### src/verilog/sls_pkg.sv
// Operation
// - Reference-to-boundary latency 4 cycles (3.5 rounded up) or 8 cycles.
// - Latency 15 or 29 for ratios four, eight.
// - First K28.5 frame 5..7 frames after boundary.
// - First alignment frame 5..7 frames after boundary.
// - First data frame 5..7 frames after boundary.
// - Alignment sequence lasts exactly 4 multi-frames.
// - Lane bit rate between 1.0 and 7.4 Gb/s.
// - Multi-frame clock derived, aligned to reference pulse.
package sls_pkg;

   // ==========================================================
   // Timing
   // ==========================================================
   localparam int SLS_CLK_MHZ = 100;
   // Latency for ratio one is 3.5 device cycles, kept in tenths.
   localparam int SLS_LAT_DIV1_X10 = 35;
   localparam int SLS_LAT_DIV1_CYC = (SLS_LAT_DIV1_X10 + 9) / 10;
   localparam int SLS_LAT_DIV2_CYC = 8;
   localparam int SLS_LAT_DIV4_CYC = 15;
   localparam int SLS_LAT_DIV8_CYC = 29;
   localparam int SLS_TX_DELAY_FRAMES = 6;
   localparam int SLS_TX_DELAY_MIN = 5;
   localparam int SLS_TX_DELAY_MAX = 7;
   localparam int SLS_ILA_MULTIFRAMES = 4;
   localparam int SLS_FRAMES_PER_MF = 16;
   localparam int SLS_FIFO_DEPTH = 16;
   localparam int SLS_LANE_RATE_MIN_MBPS = 1000;
   localparam int SLS_LANE_RATE_MAX_MBPS = 7400;
   localparam int SLS_LANE_RATE_MBPS = 7400;

   // ==========================================================
   // Characters and reset values
   // ==========================================================
   localparam logic [7:0] SLS_K28_5 = 8'hbc;
   localparam logic [7:0] SLS_K28_0 = 8'h1c;
   localparam logic [7:0] SLS_K28_3 = 8'h7c;
   localparam logic [2:0] SLS_PIN_N_RESET = 3'h7;

   typedef enum logic [1:0] {SLS_CGS, SLS_ILA, SLS_DATA} sls_phase_e;

   // ==========================================================
   // Decoding of the divide ratio code
   // ==========================================================
   function automatic logic [3:0] sls_ratio(input logic [1:0] code);
      unique case (code)
         2'h0: sls_ratio = 4'h1;
         2'h1: sls_ratio = 4'h2;
         2'h2: sls_ratio = 4'h4;
         2'h3: sls_ratio = 4'h8;
      endcase
   endfunction

   function automatic logic [4:0] sls_latency(input logic [1:0] code);
      unique case (code)
         2'h0: sls_latency = 5'(SLS_LAT_DIV1_CYC);
         2'h1: sls_latency = 5'(SLS_LAT_DIV2_CYC);
         2'h2: sls_latency = 5'(SLS_LAT_DIV4_CYC);
         2'h3: sls_latency = 5'(SLS_LAT_DIV8_CYC);
      endcase
   endfunction

endpackage

### src/verilog/sls_fifo.sv
`timescale 1ns/1ns
module sls_fifo #(
   parameter int WIDTH = 8,
   parameter int DEPTH = 16
) (
   input wire logic clk_i,
   input wire logic resetn_i,
   input wire logic in_valid_i,
   input wire logic [WIDTH-1:0] in_data_i,
   output logic in_ready_o,
   output logic out_valid_o,
   output logic [WIDTH-1:0] out_data_o,
   input wire logic out_ready_i
);
   localparam int AW = $clog2(DEPTH);
   localparam logic [AW:0] FULL = (AW+1)'(DEPTH);
   localparam logic [AW-1:0] LAST = AW'(DEPTH - 1);

   logic [WIDTH-1:0] mem_q [DEPTH];
   logic [AW-1:0] wr_q;
   logic [AW-1:0] rd_q;
   logic [AW:0] cnt_q;
   logic [AW:0] cnt_d;
   logic push;
   logic pop;

   assign push = in_valid_i && in_ready_o;
   assign pop = out_valid_o && out_ready_i;
   assign out_data_o = mem_q[rd_q];

   always_comb begin
      cnt_d = cnt_q;
      if (push && !pop) begin
         cnt_d = cnt_q + 1'b1;
      end else if (pop && !push) begin
         cnt_d = cnt_q - 1'b1;
      end
   end

   always_ff @(posedge clk_i) begin
      if (push) begin
         mem_q[wr_q] <= in_data_i;
      end
   end

   always_ff @(posedge clk_i or negedge resetn_i) begin
      if (!resetn_i) begin
         wr_q <= '0;
         rd_q <= '0;
         cnt_q <= '0;
         in_ready_o <= 1'b0;
         out_valid_o <= 1'b0;
      end else begin
         if (push) begin
            wr_q <= (wr_q == LAST) ? '0 : wr_q + 1'b1;
         end
         if (pop) begin
            rd_q <= (rd_q == LAST) ? '0 : rd_q + 1'b1;
         end
         cnt_q <= cnt_d;
         in_ready_o <= (cnt_d != FULL);
         out_valid_o <= (cnt_d != '0);
      end
   end
endmodule

### src/verilog/sls_sync_timing.sv
`timescale 1ns/1ns
module sls_sync_timing import sls_pkg::*; #(
   parameter int FRAMES_PER_MF = SLS_FRAMES_PER_MF,
   parameter int FIFO_DEPTH = SLS_FIFO_DEPTH,
   parameter int LANE_RATE_MBPS = SLS_LANE_RATE_MBPS
) (
   input wire logic clk_i,
   input wire logic resetn_i,
   input wire logic [1:0] sampling_clock_divide_ratio_i,
   input wire logic reference_pulse_i,
   input wire logic link_sync_request_n_i,
   input wire logic sample_valid_i,
   input wire logic [7:0] sample_data_i,
   output logic sample_ready_o,
   output logic [7:0] lane_data_o,
   output logic lane_k_o,
   output logic lane_valid_o,
   output logic lmfc_o
);
   localparam int FW = $clog2(FRAMES_PER_MF);
   localparam int PIPE = SLS_TX_DELAY_FRAMES - 1;
   localparam logic [FW-1:0] LAST_FRAME = FW'(FRAMES_PER_MF - 1);
   localparam logic [2:0] ILA_LAST = 3'(SLS_ILA_MULTIFRAMES - 1);

   // ==========================================================
   // Pin synchronisers
   // ==========================================================
   logic [2:0] sref_sync_q;
   logic [2:0] req_sync_q;
   logic sref_lvl_q;
   logic req_act_q;
   logic sref_rise;

   always_ff @(posedge clk_i or negedge resetn_i) begin
      if (!resetn_i) begin
         sref_sync_q <= 3'h0;
         sref_lvl_q <= 1'b0;
      end else begin
         sref_sync_q <= {sref_sync_q[1:0], reference_pulse_i};
         if (sref_sync_q[2] == sref_sync_q[1]) begin
            sref_lvl_q <= sref_sync_q[2];
         end
      end
   end

   always_ff @(posedge clk_i or negedge resetn_i) begin
      if (!resetn_i) begin
         req_sync_q <= SLS_PIN_N_RESET;
         req_act_q <= 1'b0;
      end else begin
         req_sync_q <= {req_sync_q[1:0], link_sync_request_n_i};
         if (req_sync_q[2] == req_sync_q[1]) begin
            req_act_q <= !req_sync_q[2];
         end
      end
   end

   assign sref_rise = sref_sync_q[2] && sref_sync_q[1] && !sref_lvl_q;

   // ==========================================================
   // Frame and multi-frame clock generation
   // ==========================================================
   logic [3:0] ratio;
   logic [4:0] lat_cnt_q;
   logic align;
   logic [2:0] div_q;
   logic [FW-1:0] frame_q;
   logic frame_en_q;
   logic lmfc_q;

   assign ratio = sls_ratio(sampling_clock_divide_ratio_i);
   assign align = (lat_cnt_q == 5'h1);

   // The boundary is forced a fixed latency after the latched edge.
   always_ff @(posedge clk_i or negedge resetn_i) begin
      if (!resetn_i) begin
         lat_cnt_q <= 5'h0;
      end else if (sref_rise) begin
         lat_cnt_q <= sls_latency(sampling_clock_divide_ratio_i) - 5'h1;
      end else if (lat_cnt_q != 5'h0) begin
         lat_cnt_q <= lat_cnt_q - 5'h1;
      end
   end

   always_ff @(posedge clk_i or negedge resetn_i) begin
      if (!resetn_i) begin
         div_q <= 3'h0;
         frame_q <= '0;
         frame_en_q <= 1'b0;
         lmfc_q <= 1'b0;
      end else if (align) begin
         div_q <= 3'h0;
         frame_q <= '0;
         frame_en_q <= 1'b1;
         lmfc_q <= 1'b1;
      end else if ({1'b0, div_q} >= ratio - 4'h1) begin
         div_q <= 3'h0;
         frame_en_q <= 1'b1;
         frame_q <= (frame_q == LAST_FRAME) ? '0 : frame_q + 1'b1;
         lmfc_q <= (frame_q == LAST_FRAME);
      end else begin
         div_q <= div_q + 3'h1;
         frame_en_q <= 1'b0;
         lmfc_q <= 1'b0;
      end
   end

   // ==========================================================
   // Link phase sequencing
   // ==========================================================
   sls_phase_e phase_q;
   logic rel_q;
   logic resync_q;
   logic [2:0] ila_cnt_q;

   // A request shorter than a multi-frame is remembered for the boundary, except when it comes in SLS_CGS.
   always_ff @(posedge clk_i or negedge resetn_i) begin
      if (!resetn_i) begin
         resync_q <= 1'b0;
      end else if (req_act_q && phase_q != SLS_CGS) begin
         resync_q <= 1'b1;
      end else if (lmfc_q) begin
         resync_q <= 1'b0;
      end
   end

   always_ff @(posedge clk_i or negedge resetn_i) begin
      if (!resetn_i) begin
         phase_q <= SLS_CGS;
         rel_q <= 1'b0;
         ila_cnt_q <= 3'h0;
      end else if (lmfc_q) begin
         if (req_act_q || resync_q) begin
            phase_q <= SLS_CGS;
            rel_q <= 1'b0;
         end else begin
            unique case (phase_q)
               SLS_CGS: begin
                  if (rel_q) begin
                     phase_q <= SLS_ILA;
                     ila_cnt_q <= 3'h0;
                  end else begin
                     rel_q <= 1'b1;
                  end
               end
               SLS_ILA: begin
                  if (ila_cnt_q == ILA_LAST) begin
                     phase_q <= SLS_DATA;
                  end else begin
                     ila_cnt_q <= ila_cnt_q + 3'h1;
                  end
               end
               SLS_DATA: begin
                  phase_q <= SLS_DATA;
               end
            endcase
         end
      end
   end

   // ==========================================================
   // Transmit pipeline and character selection
   // ==========================================================
   sls_phase_e ph_pipe_q [PIPE];
   logic [FW-1:0] fr_pipe_q [PIPE];
   sls_phase_e out_phase_q;
   logic fifo_valid;
   logic fifo_pop;
   logic [7:0] fifo_data;
   logic [FW-1:0] prev_fr_q;

   assign fifo_pop = frame_en_q && ph_pipe_q[PIPE-1] == SLS_DATA;

   // The phase settles one cycle after a boundary pulse, so each phase
   // is paired with the index of the frame pulse before it.
   always_ff @(posedge clk_i or negedge resetn_i) begin
      if (!resetn_i) begin
         prev_fr_q <= '0;
      end else if (frame_en_q) begin
         prev_fr_q <= frame_q;
      end
   end

   // Each phase reaches the lane a fixed number of frames late.
   always_ff @(posedge clk_i or negedge resetn_i) begin
      if (!resetn_i) begin
         for (int i = 0; i < PIPE; i++) begin
            ph_pipe_q[i] <= SLS_CGS;
            fr_pipe_q[i] <= '0;
         end
      end else if (frame_en_q) begin
         ph_pipe_q[0] <= phase_q;
         fr_pipe_q[0] <= prev_fr_q;
         for (int i = 1; i < PIPE; i++) begin
            ph_pipe_q[i] <= ph_pipe_q[i-1];
            fr_pipe_q[i] <= fr_pipe_q[i-1];
         end
      end
   end

   always_ff @(posedge clk_i or negedge resetn_i) begin
      if (!resetn_i) begin
         out_phase_q <= SLS_CGS;
         lane_data_o <= SLS_K28_5;
         lane_k_o <= 1'b1;
         lane_valid_o <= 1'b0;
         lmfc_o <= 1'b0;
      end else begin
         lane_valid_o <= frame_en_q;
         lmfc_o <= lmfc_q;
         if (frame_en_q) begin
            out_phase_q <= ph_pipe_q[PIPE-1];
            unique case (ph_pipe_q[PIPE-1])
               SLS_CGS: begin
                  lane_data_o <= SLS_K28_5;
                  lane_k_o <= 1'b1;
               end
               SLS_ILA: begin
                  if (fr_pipe_q[PIPE-1] == '0) begin
                     lane_data_o <= SLS_K28_0;
                     lane_k_o <= 1'b1;
                  end else if (fr_pipe_q[PIPE-1] == LAST_FRAME) begin
                     lane_data_o <= SLS_K28_3;
                     lane_k_o <= 1'b1;
                  end else begin
                     lane_data_o <= 8'(fr_pipe_q[PIPE-1]);
                     lane_k_o <= 1'b0;
                  end
               end
               SLS_DATA: begin
                  lane_data_o <= fifo_valid ? fifo_data : 8'h00;
                  lane_k_o <= 1'b0;
               end
            endcase
         end
      end
   end

   sls_fifo #(
      .WIDTH(8),
      .DEPTH(FIFO_DEPTH)
   ) u_fifo (
      .clk_i(clk_i),
      .resetn_i(resetn_i),
      .in_valid_i(sample_valid_i),
      .in_data_i(sample_data_i),
      .in_ready_o(sample_ready_o),
      .out_valid_o(fifo_valid),
      .out_data_o(fifo_data),
      .out_ready_i(fifo_pop)
   );

   // ==========================================================
   // Checks
   // ==========================================================
   localparam int LAT1 = SLS_LAT_DIV1_CYC;
   localparam int LAT2 = SLS_LAT_DIV2_CYC;
   localparam int LAT4 = SLS_LAT_DIV4_CYC;
   localparam int LAT8 = SLS_LAT_DIV8_CYC;
   logic [3:0] fsl_q;

   always_ff @(posedge clk_i or negedge resetn_i) begin
      if (!resetn_i) begin
         fsl_q <= 4'hf;
      end else if (lmfc_q) begin
         fsl_q <= 4'h0;
      end else if (frame_en_q && fsl_q != 4'hf) begin
         fsl_q <= fsl_q + 4'h1;
      end
   end
endmodule

### config.mk
export PLATFORM = sky130hd
export DESIGN_NAME = sls_sync_timing
export DESIGN_NICKNAME = d
export VERILOG_FILES = /design/src/verilog/sls_pkg.sv /design/src/verilog/sls_fifo.sv /design/src/verilog/sls_sync_timing.sv
export SDC_FILE = /design/constraint.sdc
export NUM_CORES = 1
export LEC_CHECK = 0
export BUFFER_PORTS_ARGS = -buffer_cell sky130_fd_sc_hd__buf_2
export CAP_MARGIN = 20
export CORE_ASPECT_RATIO = 0.7
export CORE_MARGIN = 4
export CORE_UTILIZATION = 55
export CTS_BUF_LIST = sky130_fd_sc_hd__clkbuf_8
export CTS_CLUSTER_SIZE = 25
export DETAILED_ROUTE_END_ITERATION = 10
export MAX_ROUTING_LAYER = met4
export PLACE_DENSITY = 0.75
export SLEW_MARGIN = 20
export SYNTH_ARGS = -nofsm -noshare
export SYNTH_HDL_FRONTEND = slang
export SYNTH_SLANG_ARGS = --single-unit
### constraint.sdc
create_clock -name clk_i -period 1.83 [get_ports clk_i]
set_clock_uncertainty 0.1 [all_clocks]
set_input_delay 0.183 -clock clk_i [delete_from_list [all_inputs] [get_ports clk_i]]
set_output_delay 0.183 -clock clk_i [all_outputs]
set_load 0.01 [all_outputs]
# Word-level counts from Yosys, hierarchy flattened
# Memories as Yosys holds them, arrays and structs flattened.
# Index checks and enable logic that the tools add are counted.
[op_classes]
bitwise = 1
n_mux = 38
magnitude_cmp = 1
n_eq_ne = 20
reduce_logical = 28
addsub = 10
[op_table]
columns = ["cell", "n"]
rows = [
  ["$mux W5", 5],
  ["$pmux W8 S3", 1],
  ["$mux W4", 5],
  ["$pmux W5 S4", 1],
  ["$eq A4 B4 Y1 const B", 4],
  ["$pmux W4 S4", 1],
  ["$sub A5 B1 Y5 const B", 3],
  ["$mux W7", 2],
  ["$add A4 B1 Y4 const B", 3],
  ["$mux W1", 12],
  ["$mux W3", 4],
  ["$reduce_bool A2 Y1", 6],
  ["$reduce_bool A5 Y1", 2],
  ["$eq A2 B2 Y1 const B", 4],
  ["$logic_and A1 B1 Y1", 8],
  ["$mux W8", 1],
  ["$add A3 B1 Y3 const B", 2],
  ["$eq A2 B1 Y1 const B", 3],
  ["$logic_not A2 Y1", 3],
  ["$mux W2", 3],
  ["$ne A3 B3 Y1 const B", 2],
  ["$pmux W2 S3", 1],
  ["$pmux W3 S2", 1],
  ["$add A5 B1 Y5 const B", 1],
  ["15 further kinds", 20],
]
[word_totals]
memories = 1
elab_cells = 132
inputBits = 15
ram_bits = 128
register_bits = 89
output_inout_bits = 12
[mem_list]
columns = ["memory", "depth", "word_bits", "rd", "rd_ports_with_merged_regs", "wr", "line", "rtl"]
rows = [
  ["u_fifo.mem_q", 16, 8, 1, 0, 1, "sls_fifo.sv:19", "logic [WIDTH-1:0] mem_q [DEPTH];"],
]

# Longest topological paths before layout
# Gate-level depths: netlist (run 1).
[logic_depth]
word_depth = 7
ltp_mapped = 8
ltp_nobuf = 8

# Modules after synthesis
# A second synthesis (run 1) with hierarchy kept.
[hier_totals]
cells_unflattened = 568
hier_area_um2 = 8989.9
[by_module_without_submodules]
columns = ["module", "area_per_inst_um2", "n_inst", "seq_area_each_um2", "cells_per_inst"]
rows = [
  ["sls_fifo", 5819.3, 1, 4219.0, 305],
  ["sls_sync_timing", 3170.5, 1, 1863.0, 263],
]

# Worst setup path before layout (run 1)
# Ideal clock, no wire load.
[synth_path]
path_type = "register to register"
startpoint = "register ph_pipe_q[0] (netlist bit)"
endpoint = "register u_fifo.out_valid_o"
arrival_time_ns = 1.559
slack_ns = 0.023
period_less_slack_ns = 1.807
path_buffers = 0
path_stages_with_launch = 8
t_required_ns = 1.582
path_cell_list = "dfrtp_1 inv_1 ha_1 nand3_1 and3_1 a32o_1 xor2_1 nand4b_1"
[synth_via]
elab_chain_cells = 7
[synth_rtl]
columns = ["element", "line", "rtl"]
rows = [
  ["from (decl)", "sls_sync_timing.sv:164", "sls_phase_e ph_pipe_q [PIPE];"],
  ["from (signal, indexed assignment)", "sls_sync_timing.sv:195", "ph_pipe_q[i] <= ph_pipe_q[i-1];"],
  ["$eq A2 B2 Y1 *", "sls_sync_timing.sv:172", "assign fifo_pop = frame_en_q && ph_pipe_q[PIPE-1] == SLS_DATA;"],
  ["$logic_and A1 B1 Y1 *", "sls_sync_timing.sv:172", ""],
  ["$logic_and A1 B1 Y1 *", "sls_fifo.sv:28", "assign pop = out_valid_o && out_ready_i;"],
  ["$logic_and A1 B1 Y1 or $logic_not A1 Y1 (tied branches)", "sls_fifo.sv:35, sls_fifo.sv:33", ""],
  ["$mux W5 or $logic_and A1 B1 Y1 (tied branches)", "sls_fifo.sv:35, sls_fifo.sv:33", ""],
  ["$mux W5 *", "sls_fifo.sv:33", "if (push && !pop) begin"],
  ["named net u_fifo.cnt_d[4]", "sls_fifo.sv:23", "logic [AW:0] cnt_d;"],
  ["$reduce_bool A5 Y1 *", "sls_fifo.sv:62", "out_valid_o <= (cnt_d != '0);"],
  ["to (signal assigned)", "sls_fifo.sv:62", ""],
  ["to (decl)", "sls_fifo.sv:11", "output logic out_valid_o,"],
]
# The timed path passes the listed nets; every way through them passes the cells marked *.
# A chain may end at the register's enable or synchronous reset.

# Worst setup path in the final report (run 1)
[layout_path]
startpoint = "register u_fifo.rd_q[0]"
endpoint = "register lane_data_o[1]"
[layout_via]
elab_chain_cells = 3
[layout_rtl]
columns = ["element", "line", "rtl"]
rows = [
  ["from (decl)", "sls_fifo.sv:21", "logic [AW-1:0] rd_q;"],
  ["from (signal assigned)", "sls_fifo.sv:58", "rd_q <= (rd_q == LAST) ? '0 : rd_q + 1'b1;"],
  ["$mem_v2 Z16 W8", "n/a", ""],
  ["$mux W8", "sls_sync_timing.sv:231", "lane_data_o <= fifo_valid ? fifo_data : 8'h00;"],
  ["$pmux W8 S3", "sls_sync_timing.sv:213", "unique case (ph_pipe_q[PIPE-1])"],
  ["to (signal assigned)", "sls_sync_timing.sv:226", "lane_data_o <= 8'(fr_pipe_q[PIPE-1]);"],
  ["to (signal assigned)", "sls_sync_timing.sv:231", ""],
  ["to (decl)", "sls_sync_timing.sv:15", "output logic [7:0] lane_data_o,"],
]
# Every way passes these cells.

==> summary.txt, run 1 <==
Antenna viol nets, final - 0
FP Rows - 38
Via count - 5,347
Clk buf depth - 3
Status - complete, but fails checks
Number of diodes - 0
Tmin final - 1.86 ns
Most frequent cells in the layout - 128 x edfxtp_1, 78 x dfrtp_1, 47 x nand2_1
Gr ovfl total - 0
Switching share of power - 0.302
Final hold viol count - 0
Power Dens Cells - 1360 nW/um^2
Post-Synthesis Cells - 599
Violated checks - negative setup slack
Clock sink count - 217
Clock latency on the worst-skew pair - 0.49 ns
Synthesis Warnings - 0
Cells taking the most area after synthesis - edfxtp_1 43%, dfrtp_1 22%, mux4_2 5.0%
CP Launch Type - flop
Combinational Power Share - 0.282
Final Worst Setup Slack - -0.0287 ns
Seq cells post-synth - 217
Die Width - 161 um
Residual DRC - 0
Cell taking the most area after synthesis - edfxtp_1
Total GRT Usage - 0.213
Total length of routed wires - 18.7 mm
RePlAce Congestion - 0.862
1st-iter DRT viols - 511
Slew margin rel. - 0.623
Data required time of the worst path - 2.09 ns
Max-cap violations - 0
Syn_area_per_cell - 15.0 um^2
Area Overhead vs Synth - 21.3%
Cell variety after synth - 53
DIE AREA - 18,500 um^2
Nets@finish - 740
WP data arrival - 2.12 ns
Leakage power - 4.18 nW
Reg clk slew, reported paths - 0.06 ns
Post-synth EDFFs - 128
Async SR Flop Fraction - 0.410
First-pass GRT wire length - 29.4 mm
RSZ-0062 raised after global routing - true
Area of the multi-input gates - 2890 um^2
Post-route cell area - 10,900 um^2
Hold WC Path Type - in2reg
TNS Setup - -0.0287 ns
Port Buf Inserts - 26
Most common cell after layout, fill and taps aside - edfxtp_1
Clk root buf - clkbuf_8
Placed instance area - 9900 um^2
Register area - 6080 um^2
WS Path Type - reg2reg
DR vias/cell - 5.63
Clock power share - 0.259
TritonRoute pass-1 iters - 5
Sequential fraction of the synthesis area - 0.675
Max IR drop VDD - 0.000610 V
Most common flop cell mapped by yosys - edfxtp_1
Post-route clock period utilization - 1.02
Net Switching - 4.49 mW
Post-synth top area share - 0.427
Io pins - 27
Setup crit end kind - flop
Area of the mapped netlist - 9000 um^2
Pins Over Slew Limit - 0
Die Ht - 115 um
Worst Path Max Fanout - 8
Share of cells above drive strength 1 - 0.311
Cts bufs inserted - 34
# fillers - 1,049
Largest net degree at the start of global routing - 53
WL per Instance - 19.7 um
Initial antenna violation count - 0
Max Fclk - 538 MHz
Synthesized Nets - 635
Vias in the first global route - 5,438
Seq pwr share - 0.460
Slew @ Worst Pin - 0.565 ns
Post-DP HPWL - 12.5 mm
H-tree Lvls - 2
Core Box Area - 15,800 um^2
Internal - 10.4 mW
Initial Util - 0.570
CTS tree - built
Setup violations, final - 1
## stage by stage
stage                     worst slack (ns)  instances  hold WS, ns  utilization  power [mW]
after global routing               -0.0704        950        0.126        0.692        15.7
after CTS                          -0.0141        947       0.0669        0.679        14.6
after detailed placement            -0.115        872        0.111        0.627        10.7
final                              -0.0287        950       0.0852        0.692        14.9
after global placement             -0.0186        872        0.103        0.627        10.5
after floorplan                     0.0227        599       -0.213            -        9.24
## sequential cells by signal, indices dropped and copies added (netlist names), 4 cells and up
register      count
u_fifo.mem_q    128
fr_pipe_q        20
ph_pipe_q        10
lane_data_o       8
lat_cnt_q         5
u_fifo.cnt_q      5
frame_q           4
prev_fr_q         4
u_fifo.rd_q       4
u_fifo.wr_q       4
## area by class of cell
| cell class | count | share of cell area |
|---|---|---|
| sequential | 217 | 0.557 |
| timing repair buffer | 89 | 0.0849 |
| inverter | 22 | 0.00756 |
| clock buffer | 42 | 0.0529 |
| multi-input combinational | 340 | 0.265 |
| tap | 220 | 0.0252 |
| clock inverter | 20 | 0.00756 |
## power groups by stage
stage	registers (mW)	clock network [mW]	logic, mW
2_1_floorplan	6.71	0	2.53
3_3_place_gp	6.81	0	3.65
3_5_place_dp	6.88	0	3.85
4_1_cts	6.79	3.93	3.92
5_1_grt	6.93	4.20	4.54
6_report	6.83	3.84	4.18
## cells by family (layout without fill, tap and decap cells)
group | count (synthesis) | after routing | share of synthesized area
muxes | 89 | 89 | 0.132
adders and majority gates | 21 | 21 | 0.0292
buffers and inverters | 42 | 173 | 0.0222
xor gates and xnor gates | 11 | 11 | 0.0107
DFF | 217 | 217 | 0.675
and+or+nand+nor | 147 | 147 | 0.0809
AOI/OAI and AO/OA | 72 | 72 | 0.0496
## cell usage after synthesis, types with 4 or more instances
cell type	count
a21oi_1	20
and2_1	16
and3_1	9
buf_2	7
clkbuf_1	5
dfrtp_1	80
dfstp_2	9
edfxtp_1	128
ha_1	21
inv_1	22
mux2_2	38
mux2i_1	31
mux4_2	20
nand2_1	49
nand2b_1	10
nand3_1	12
nand4_1	7
nor2_1	24
nor2b_1	6
o21ai_0	29
xnor2_1	7
xor2_1	4
## what timing repair did
action	4_1_cts	5_1_grt
hold buffers	13	0
endpoints found under the hold margin	205	0
setup buffers	0	3
endpoints found under the setup margin	9	49
resized for setup	5	44
pin swaps	0	7
## layer usage
| metal | vias to the layer above | GRT usage | share of wire | wire length (um) |
|---|---|---|---|---|
| met3 | 37 | 0.0563 | 0.086 | 1610 |
| met4 | 0 | 0.0523 | 0.017 | 317 |
| li1 | 2436 | - | - | - |
| met5 | - | - | 0 | 0 |
| met1 | 2668 | 0.305 | 0.45 | 8420 |
| met2 | 206 | 0.310 | 0.45 | 8340 |
## worst paths after layout
check,from,to,slack [ns],cells after the start
max,u_fifo.rd_q[0],lane_data_o[1],-0.03,7
max reg2reg,u_fifo.rd_q[0],lane_data_o[1],-0.03,7
min in group asynchronous,resetn_i,div_q[2],0.13,2
min reg2reg,sref_sync_q[0],sref_sync_q[1],0.25,0
max in group asynchronous,resetn_i,lane_k_o,0.92,3
min,sampling_clock_divide_ratio_i[1],lat_cnt_q[0],0.09,5
## critical path, stage by stage, from the launching register on
cell,delay (ns)
dfrtp_2,0.43
buf_6,0.15
buf_6,0.14
mux2i_2,0.26
a21oi_2,0.09
nand4_1,0.14
a21oi_2,0.11
a311o_1,0.33
(Power assumes the default switching activity.)
==> run 2: changes to the inputs <==
BUFFER_PORTS_ARGS = unset   (was -buffer_cell sky130_fd_sc_hd__buf_2)
DONT_BUFFER_PORTS = 1   (was unset)
HOLD_SLACK_MARGIN = 0.06   (was unset)
PLACE_DENSITY = 0.73   (was 0.75)
SYNTH_HIERARCHICAL = 1   (was unset)
==> summary.txt, run 2 <==
WP data arrival - 2.26 ns
1st-iter DRT viols - 488
Initial Util - 0.571
Biggest register - u_fifo/mem_q
Area share of and/or/nand/nor cells after synthesis - 0.0701
WS Path Type - reg2reg
Tmin final - 1.97 ns
Post-synth top area share - 0.428
Leakage power - 4.03 nW
Largest family of logic cells by synthesized area - multiplexers
Setup violations, final - 10
Gr ovfl total - 0
First-pass GRT wire length - 28.6 mm
Reg clk slew, reported paths - 0.07 ns
Slew margin rel. - 0.579
Power Dens Cells - 1340 nW/um^2
Post-Synth Adder-Cell Area - 0.0292
Syn_area_per_cell - 15.8 um^2
Via count - 5,074
CTS tree - built
Final Worst Setup Slack - -0.141 ns
TNS Setup - -0.882 ns
Share of cells above drive strength 1 - 0.290
# fillers - 1,071
DIE AREA - 18,500 um^2
Crit path max-delay family - multiplexers
Setup crit end kind - flop
Port Buf Inserts - 0
Clk buf depth - 3
FP Rows - 38
Pins Over Slew Limit - 0
WL per Instance - 20.3 um
H-tree Lvls - 2
Vias in the first global route - 5,225
Clk root buf - clkbuf_8
Worst Path Max Fanout - 5
Post-DP HPWL - 11.6 mm
Total length of routed wires - 17.9 mm
Max FFs per register - 128
Most common cell after layout, fill and taps aside - edfxtp_1
Clock latency on the worst-skew pair - 0.50 ns
Hold Buf Count CTS - 14
Cell taking the most area after synthesis - edfxtp_1
Core Box Area - 15,700 um^2
Cell variety after synth - 53
Top Registers - u_fifo/mem_q: 128 flops, fr_pipe_q: 20 flops, ph_pipe_q: 10 flops
CP Launch Type - flop
Count leader, synth - edfxtp_1
DP Cell Count - 801
Cts bufs inserted - 34
Mux share of post-synthesis cell area - 0.131
Area of the mapped netlist - 8990 um^2
Max Fclk - 507 MHz
Hold slack - -0.723 ns
Cells taking the most area after synthesis - edfxtp_1 43%, dfrtp_1 22%, mux4_1 5.3%
Complex-gate fraction of the synthesized area - 0.0586
Final hold viol count - 89
Post-route clock period utilization - 1.08
Data required time of the worst path - 2.12 ns
Async SR Flop Fraction - 0.410
Non-Filler Instances - 882
DR vias/cell - 5.75
RSZ-0062 raised after global routing - true
Total GRT Usage - 0.206
CP max-delay cell - mux4_1
Final design utilization - 0.668
Synthesis Warnings - 6
TritonRoute pass-1 iters - 5
Antenna viol nets, final - 0
Largest net degree at the start of global routing - 90
CP Cell Sequence - buf_4, mux4_1, a22oi_1, nand2_1, a31oi_1, a21oi_1
Buffers & Inverters on Critical Path - 1
RePlAce Congestion - 0.841
Most common library cells after synthesis - 128 x edfxtp_1, 80 x dfrtp_1, 37 x nand2_1
Sequential fraction of the synthesis area - 0.677
Post-Synthesis Cells - 568
Number of diodes - 0
Seq cells post-synth - 217
Xor and xnor area share after synthesis - 0.00974
Io pins - 27
Post-synth EDFFs - 128
Die Width - 161 um
Status - complete, but fails checks
Initial antenna violation count - 0
Nets@finish - 674
Violated checks - negative hold slack, negative setup slack
Most frequent cells in the layout - 128 x edfxtp_1, 78 x dfrtp_1, 37 x nand2_1
Most common flop cell mapped by yosys - edfxtp_1
Slowest stage delay, CP - 0.56 ns
Die Ht - 115 um
Slew @ Worst Pin - 0.632 ns
Hold WC Path Type - in2async
Synthesized Nets - 604
Max-cap violations - 0
Clock sink count - 217
Area Overhead vs Synth - 17.0%
Max IR drop VDD - 0.000704 V
Residual DRC - 0
[run 2: worst paths after layout]
kind,startpoint,end,slack (ns),depth (start not counted)
worst max-delay path,u_fifo/rd_q[0],lane_data_o[7],-0.14,6
worst min-delay path,resetn_i,div_q[0],-0.72,0
worst max register to register,u_fifo/rd_q[0],lane_data_o[7],-0.14,6
worst min register to register,sref_sync_q[0],sref_sync_q[1],0.25,0
max in group asynchronous,resetn_i,req_sync_q[0],2.13,0
min in group clk_i,link_sync_request_n_i,req_sync_q[0],0.13,1
[run 2: where the power goes]
part	internal (mW)	total, mW	switching (mW)
registers	6.17	6.82	0.647
logic	1.74	3.52	1.78
clock network	1.97	3.74	1.77
total	9.87	14.1	4.20
[run 2: metrics by stage]
stage | hold WS, ns | worst slack (ns) | instance area (um^2) | power (mW)
6_report | -0.723 | -0.141 | 10500 | 14.1
5_1_grt | -0.748 | -0.226 | 10500 | 14.9
4_1_cts | -0.742 | -0.122 | 10400 | 14.0
3_5_place_dp | -0.210 | -0.135 | 9550 | 10.1
3_3_place_gp | -0.210 | -0.123 | 9550 | 9.86
2_1_floorplan | -0.213 | -0.0260 | 9030 | 9.10
[run 2: kinds of logic (layout without fill, tap and decap cells)]
| logic type | after synthesis | in the layout |
|---|---|---|
| buf+inv | 46 | 140 |
| flops | 217 | 217 |
| simple gates | 125 | 125 |
| mux | 67 | 67 |
| xor+xnor | 10 | 10 |
| compound gates | 82 | 82 |
| fa+ha+maj | 21 | 21 |
[run 2: cell type report]
cell class	count	area [um^2]	share of cell area
inverters	23	86.3	0.00821
repair buffers	57	621	0.0590
multi-input cells	305	2820	0.268
clock inverters	24	129	0.0123
flip-flops and latches	217	6080	0.579
well taps	220	275	0.0262
clock buffers	36	495	0.0471
[run 2: what timing repair did]
action                                 4_1_cts  5_1_grt
setup endpoints to repair                   12       52
gates resized for setup                     16       28
buffers inserted                             6        1
endpoints found under the hold margin      226       89
cloned                                       1        0
pin swaps                                    5        1
[run 2: routing by layer]
metal | global-route usage | part of all wire | routed length [um]
met1 | 0.296 | 0.45 | 8110
met2 | 0.305 | 0.46 | 8190
met3 | 0.0459 | 0.074 | 1320
met4 | 0.0494 | 0.015 | 263
met5 | - | 0 | 0
